### src/rtl/ciex_defs.svh
// constants for the instruction execution subset block
// Function
// - decrement-skip subtracts one; destination bit picks accumulator or register; flags untouched.
// - zero decrement result turns the next instruction into no_operation, two cycles.
// - increment-skip adds one, picks destination, leaves flags, squashes next on zero.
// - branch loads counter low eleven bits from immediate, top two from page latch.
// - or_literal_accumulator ORs accumulator with literal into accumulator, updates zero flag.
// - increment_register adds one, picks destination by bit, updates zero flag.
// - or_accumulator_register ORs accumulator with register, picks destination, updates zero flag.
`ifndef CIEX_DEFS_SVH
`define CIEX_DEFS_SVH

`define CIEX_INSTR_W 14
`define CIEX_DATA_W 8
`define CIEX_PC_W 13
`define CIEX_FADDR_W 7
`define CIEX_BR_W 11
`define CIEX_OPC_HI 13
`define CIEX_OPC_LO 8
`define CIEX_BRC_LO 11
`define CIEX_DEST_BIT 7
`define CIEX_PAGE_HI 4
`define CIEX_PAGE_LO 3
`define CIEX_OPC_DECSKIP 6'h0B
`define CIEX_OPC_INCSKIP 6'h0F
`define CIEX_OPC_INCREG 6'h0A
`define CIEX_OPC_ORREG 6'h04
`define CIEX_OPC_ORLIT 6'h38
`define CIEX_BRC_CODE 3'h5
`define CIEX_RST_PC 13'h0000
`define CIEX_RST_ACC 8'h00

`endif

### src/rtl/ciex_pkg.sv
// types shared by the instruction execution subset block
`include "ciex_defs.svh"
package ciex_pkg;
	typedef enum logic [2:0] {
		ALU_DEC = 3'h0,
		ALU_INC = 3'h1,
		ALU_OR_REG = 3'h2,
		ALU_OR_LIT = 3'h3,
		ALU_NONE = 3'h4
	} ciex_alu_op_t;

	typedef enum logic [2:0] {
		K_DECSKIP = 3'h0,
		K_INCSKIP = 3'h1,
		K_INCREG = 3'h2,
		K_ORREG = 3'h3,
		K_ORLIT = 3'h4,
		K_BRANCH = 3'h5,
		K_OTHER = 3'h6
	} ciex_kind_t;

	typedef enum logic [2:0] {
		ST_RUN = 3'b001,
		ST_SKIP = 3'b010,
		ST_FLUSH = 3'b100
	} ciex_state_t;

	typedef struct packed {
		ciex_state_t state;
		logic [`CIEX_DATA_W-1:0] acc;
		logic zero;
		logic [`CIEX_PC_W-1:0] pc;
		logic we;
		logic [`CIEX_FADDR_W-1:0] waddr;
		logic [`CIEX_DATA_W-1:0] wdata;
		logic illegal;
	} ciex_core_t;
endpackage

### src/rtl/ciex_alu_if.sv
// operand and result bundle between the executor and its datapath
`timescale 1ns/1ps
`default_nettype none
`include "ciex_defs.svh"
interface ciex_alu_if;
	import ciex_pkg::*;
	ciex_alu_op_t op;
	logic [`CIEX_DATA_W-1:0] acc;
	logic [`CIEX_DATA_W-1:0] fdata;
	logic [`CIEX_DATA_W-1:0] lit;
	logic [`CIEX_DATA_W-1:0] result;
	logic zero_hit;
	modport core (output op, output acc, output fdata, output lit, input result, input zero_hit);
	modport alu (input op, input acc, input fdata, input lit, output result, output zero_hit);
endinterface
`default_nettype wire

### src/rtl/ciex_exec.sv
// executor for the skip, increment, OR and absolute branch instructions
`timescale 1ns/1ps
`default_nettype none
`include "ciex_defs.svh"
module ciex_exec
	import ciex_pkg::*;
#(
	parameter int PC_W = `CIEX_PC_W
)(
	input wire logic core_clk,
	input wire logic srst,
	input wire logic instr_valid,
	input wire logic [`CIEX_INSTR_W-1:0] instr_word,
	input wire logic [`CIEX_DATA_W-1:0] file_rdata,
	input wire logic [`CIEX_DATA_W-1:0] program_page_latch,
	output logic [`CIEX_FADDR_W-1:0] file_raddr,
	output logic file_we,
	output logic [`CIEX_FADDR_W-1:0] file_waddr,
	output logic [`CIEX_DATA_W-1:0] file_wdata,
	output logic [`CIEX_DATA_W-1:0] accumulator,
	output logic zero_flag,
	output logic [`CIEX_PC_W-1:0] program_counter,
	output logic no_operation_slot,
	output logic illegal_op
);
	// ****************************************
	// elaboration checks
	// ****************************************
	if (PC_W != `CIEX_PC_W) begin : g_pc_w_chk
		$error("ciex_exec: counter width must equal the page plus branch width");
	end

	// ****************************************
	// decode
	// ****************************************
	ciex_core_t st_ff;
	ciex_core_t nxt_st;
	ciex_kind_t kind;
	ciex_alu_if alu_bus ();
	logic [5:0] opc;
	logic dest_reg;

	assign opc = instr_word[`CIEX_OPC_HI:`CIEX_OPC_LO];
	assign dest_reg = instr_word[`CIEX_DEST_BIT];
	assign file_raddr = instr_word[`CIEX_FADDR_W-1:0];

	always_comb begin
		if (instr_word[`CIEX_OPC_HI:`CIEX_BRC_LO] == `CIEX_BRC_CODE) begin
			kind = K_BRANCH;
		end else if (opc == `CIEX_OPC_DECSKIP) begin
			kind = K_DECSKIP;
		end else if (opc == `CIEX_OPC_INCSKIP) begin
			kind = K_INCSKIP;
		end else if (opc == `CIEX_OPC_INCREG) begin
			kind = K_INCREG;
		end else if (opc == `CIEX_OPC_ORREG) begin
			kind = K_ORREG;
		end else if (opc == `CIEX_OPC_ORLIT) begin
			kind = K_ORLIT;
		end else begin
			kind = K_OTHER;
		end
	end

	always_comb begin
		unique case (kind)
			K_DECSKIP: alu_bus.op = ALU_DEC;
			K_INCSKIP, K_INCREG: alu_bus.op = ALU_INC;
			K_ORREG: alu_bus.op = ALU_OR_REG;
			K_ORLIT: alu_bus.op = ALU_OR_LIT;
			default: alu_bus.op = ALU_NONE;
		endcase
	end
	assign alu_bus.acc = st_ff.acc;
	assign alu_bus.fdata = file_rdata;
	assign alu_bus.lit = instr_word[`CIEX_DATA_W-1:0];

	ciex_alu u_alu (
		.bus(alu_bus.alu)
	);

	// ****************************************
	// execute
	// ****************************************
	always_comb begin
		nxt_st = st_ff;
		nxt_st.we = 1'b0;
		nxt_st.illegal = 1'b0;
		if (instr_valid) begin
			nxt_st.pc = st_ff.pc + 13'h0001;
			unique case (st_ff.state)
				ST_SKIP: begin
					// squashed slot still walks past its own address
					nxt_st.state = ST_RUN;
				end
				ST_FLUSH: begin
					// prefetched word is stale; counter already holds the target
					nxt_st.pc = st_ff.pc;
					nxt_st.state = ST_RUN;
				end
				ST_RUN: begin
					if (kind == K_BRANCH) begin
						nxt_st.pc = {program_page_latch[`CIEX_PAGE_HI:`CIEX_PAGE_LO],
							instr_word[`CIEX_BR_W-1:0]};
						nxt_st.state = ST_FLUSH;
					end else if (kind == K_OTHER) begin
						nxt_st.illegal = 1'b1;
					end else begin
						if (kind != K_ORLIT && dest_reg) begin
							nxt_st.we = 1'b1;
							nxt_st.waddr = file_raddr;
							nxt_st.wdata = alu_bus.result;
						end else begin
							nxt_st.acc = alu_bus.result;
						end
						if (kind == K_INCREG || kind == K_ORREG || kind == K_ORLIT) begin
							nxt_st.zero = alu_bus.zero_hit;
						end
						if ((kind == K_DECSKIP || kind == K_INCSKIP) && alu_bus.zero_hit) begin
							nxt_st.state = ST_SKIP;
						end
					end
				end
				default: nxt_st.state = ST_RUN;
			endcase
		end
	end

	always_ff @(posedge core_clk) begin
		if (srst) begin
			st_ff <= '{state: ST_RUN, acc: `CIEX_RST_ACC, zero: 1'b0, pc: `CIEX_RST_PC,
				we: 1'b0, waddr: '0, wdata: '0, illegal: 1'b0};
		end else begin
			st_ff <= nxt_st;
		end
	end

	assign file_we = st_ff.we;
	assign file_waddr = st_ff.waddr;
	assign file_wdata = st_ff.wdata;
	assign accumulator = st_ff.acc;
	assign zero_flag = st_ff.zero;
	assign program_counter = st_ff.pc;
	assign no_operation_slot = (st_ff.state != ST_RUN);
	assign illegal_op = st_ff.illegal;

	logic run_go;
	assign run_go = instr_valid && (st_ff.state == ST_RUN);
endmodule // ciex_exec
`default_nettype wire

### src/rtl/ciex_alu.sv
// eight-bit datapath for the executor: decrement, increment and inclusive OR
`timescale 1ns/1ps
`default_nettype none
module ciex_alu
	import ciex_pkg::*;
(
	ciex_alu_if.alu bus
);
	always_comb begin
		unique case (bus.op)
			ALU_DEC: bus.result = bus.fdata - 8'h01;
			ALU_INC: bus.result = bus.fdata + 8'h01;
			ALU_OR_REG: bus.result = bus.acc | bus.fdata;
			ALU_OR_LIT: bus.result = bus.acc | bus.lit;
			default: bus.result = bus.acc;
		endcase
	end

	// wraps at eight bits, so 8'hFF plus one is zero too
	assign bus.zero_hit = (bus.result == 8'h00);
endmodule // ciex_alu
`default_nettype wire

### config.mk
export PLATFORM = sky130hd
export DESIGN_NAME = ciex_exec
export DESIGN_NICKNAME = d
export VERILOG_FILES = /design/src/rtl/ciex_pkg.sv /design/src/rtl/ciex_alu_if.sv /design/src/rtl/ciex_exec.sv /design/src/rtl/ciex_alu.sv
export VERILOG_INCLUDE_DIRS = /design/src /design/src/rtl
export SDC_FILE = /design/constraint.sdc
export NUM_CORES = 1
export LEC_CHECK = 0
export ABC_AREA = 0
export BUFFER_PORTS_ARGS = -buffer_cell sky130_fd_sc_hd__buf_2
export CELL_PAD_IN_SITES_DETAIL_PLACEMENT = 0
export CELL_PAD_IN_SITES_GLOBAL_PLACEMENT = 1
export CORE_MARGIN = 8
export CORE_UTILIZATION = 39
export CTS_CLUSTER_DIAMETER = 30
export DETAILED_ROUTE_END_ITERATION = 8
export PLACE_DENSITY = 0.93
export SKIP_CTS_REPAIR_TIMING = 1
export SLEW_MARGIN = 20
export SYNTH_ARGS = -nofsm -noshare
export SYNTH_HDL_FRONTEND = slang
export SYNTH_SLANG_ARGS = --single-unit
### constraint.sdc
create_clock -name core_clk -period 2.9 [get_ports core_clk]
set_clock_uncertainty 0.2 [all_clocks]
set_input_delay 0 -clock core_clk [delete_from_list [all_inputs] [get_ports core_clk]]
set_output_delay 0 -clock core_clk [all_outputs]
set_load 0.02 [all_outputs]
==> run_results.csv <==
group,metric,value,unit
logic_synthesis,seq_area_frac_synth,28.4,%
finish,stdcell_area,3300,sq um
place,place_area,3060,sq um
timing,clock.fmax,384,MHz
floorplanning,die-area,10600,sq um
floorplanning,start_util,40.6,%
finish,layout_common_cells,"73 x buf_2, 52 x nor2_1, 42 x dfxtp_1",
floorplanning,ioPinCount,80,
finish,register_area,841,sq um
timing,finalMaxSlewViolations,0,
finish,layout.cells.most_common,"buf_2",
finish,nFillCells,770,
timing,rsz0062_at_grt,"false",
place,portBuffers,73,
finish,areaGrowthSynthToFinish,11.6,%
routing,drtIter0Drc,188,
finish,num_antenna_cells,0,
timing,setup_violations,0,
timing,post-route-period-util,89.8,%
global_routing,grt_use_met3,4.05,%
logic_synthesis,synthCells,355,
global_routing,grt_usage,14.5,%
pwr,p_seq_share,45.2,%
routing,viasPerCell,5.35,
logic_synthesis,yosys_warnings,0,
job,max-cap-violations,0,
global_routing,grt.busiest_layer,"met2",
logic_synthesis,syn_area,2960,sq um
critical_path,critPathKind,"in2reg",
floorplanning,coreArea,7290,sq um
critical_path,cp-start-kind,"primary input",
pwr,p_switching,375,uW
pwr,switching_share,28.1,%
routing,drt_pass1_iterations,4,
min_path,hp-class,"in2reg",
finish,multi_input_area,1600,sq um
timing,tightest_slew,809,ps
critical_path,crit_fanout,7,
logic_synthesis,synth_seq_cells,42,
critical_path,crit_path_end_kind,"flip-flop",
routing,drc,0,
place,globalplace.congestion,0.885,
logic_synthesis,synthArstFlopShare,0,%
global_routing,grt_overflow,0,
global_routing,use_met1,18.7,%
run_status,outcome,"finished, violations left",
run_status,violations,"negative hold slack",
routing,routedWlPerCell,15.7,microns
global_routing,grt_max_degree,43,
pwr,power.internal,958,uW
global_routing,grt_first_pass_wirelength,12100,microns
logic_synthesis,synth_edf_count,0,
global_routing,grt_antenna_before_repair,0,
routing,wl,7830,microns
logic_synthesis,syn_avg_cell_area,8.34,sq um
critical_path,crit_arrival,2570,ps
timing,slew_headroom,46.1,%
global_routing,grt_pass1_vias,2440,
pwr,p_comb_share,19.9,%
clocking,path_clk_slew,80,ps
logic_synthesis,synthFlopType,"dfxtp_1",
critical_path,crit_required,2860,ps
logic_synthesis,synth_fp_nets,397,
pwr,pwr-share-clk,34.9,%
clocking,htree_num_levels,2,
routing,ant_nets,0,
floorplanning,die_x,103,microns
timing,hold-worst-slack,-19.4,ps
pwr,p_leak,1.43,nW
pwr,vdd_drop_max,275,uV
finish,final_util,45.3,%
clocking,cts.sinks,42,
logic_synthesis,synth_cell_types,64,
timing,period_needed,2600,ps
clocking,clk_latency,300,ps
floorplanning,rows,31,
clocking,clock_path_buffers,2,
floorplanning,die_h,103,microns
clocking,tritoncts,"built",
routing,vias,2671,
place,dp_hpwl,5880,microns
pwr,power_density,403,nW/um^2
timing,hold_violations,3,
timing,setup_tns,0,ps
global_routing,grtUsageMet2,23.3,%
finish,drive_gt1_share,28.2,%
clocking,root_buffer,"clkbuf_8",
clocking,cts_made_buffers,5,
finish,fin_nets,441,
## path summary, 6_finish.rpt
| check | end | start | slack [ps] | cells past startpoint |
|---|---|---|---|---|
| setup reg to reg | program_counter[8] | st_ff[39] | 800 | 7 |
| hold / removal | accumulator[0] | file_rdata[0] | -20 | 4 |
| hold reg to reg | file_wdata[5] | file_wdata[5] | 300 | 2 |
| setup / recovery | st_ff[39] | instr_word[12] | 300 | 11 |
## power groups by stage
stage,clock network [mW],registers (mW),logic [mW]
after CTS,0.475,0.603,0.253
final,0.465,0.603,0.265
after floorplan,0,0.615,0.192
after global placement,0,0.616,0.247
after global routing,0.498,0.605,0.290
after detailed placement,0,0.616,0.252
## kinds of logic (layout without fill, tap and decap cells)
logic type / count (synthesis) / in the layout / synth area share [%]
flops: 42 / 42 / 28.4
compound gates: 91 / 91 / 21.8
fa+ha+maj: 9 / 9 / 4.06
buf+inv: 70 / 115 / 17.5
mux: 16 / 16 / 5.45
simple gates: 120 / 120 / 20.7
xor+xnor: 7 / 7 / 2.07
## per-layer routing
layer,share of wire (%),wire (microns)
met5,0,0
met4,0.49,38
met3,8.2,639
met2,46,3570
met1,46,3590
## critical path, cell delays in order
cell      delay [ps]
buf_2            100
and4bb_2         320
nand3_1          250
ha_1             400
a21o_1           190
a221oi_1         420
a21oi_1          140
xnor2_1          180
nor2_1            80
nor4b_2          350
o21ai_0          120
## sequential cells by signal (all words and copies together) (netlist names)
register / cells
zero_flag: 1
file_we: 1
program_counter: 13
file_wdata: 8
st_ff: 3
accumulator: 8
file_waddr: 7
illegal_op: 1
## Yosys cell counts, types with 5 or more instances
master,count,area share [%]
a21oi_1,21,3.5
a22oi_1,5,1.3
mux2i_1,15,5.1
inv_1,7,0.89
buf_4,45,11
nor3_1,5,0.84
nor2_1,52,6.6
dfxtp_1,42,28
nand2_1,21,2.7
o21ai_0,17,2.9
and3_1,8,1.7
buf_6,6,2.3
clkbuf_1,7,0.89
nand3_1,6,1.0
a211oi_1,9,2.3
ha_1,8,3.4
nor3b_1,5,1.3
## through the flow
| step | power, mW | hold WS [ps] | cells | setup WS (ps) |
|---|---|---|---|---|
| detailed placement | 0.868 | 96.1 | 478 | 3.55 |
| global placement | 0.863 | 95.7 | 478 | 103 |
| CTS | 1.33 | -196 | 486 | 313 |
| finish | 1.33 | -19.4 | 499 | 295 |
| floorplan | 0.806 | -87.4 | 355 | 204 |
| global route | 1.39 | 17.6 | 499 | 71.9 |
## final cells by class
class	instances	share of cell area (%)
multi-input cells	243	48.5
flip-flops and latches	42	25.4
repair buffers	100	18.2
well taps	99	3.75
clock buffers	6	2.20
clock inverters	2	1.14
inverters	7	0.795
Note: power is estimated with default switching activity, not from simulation.
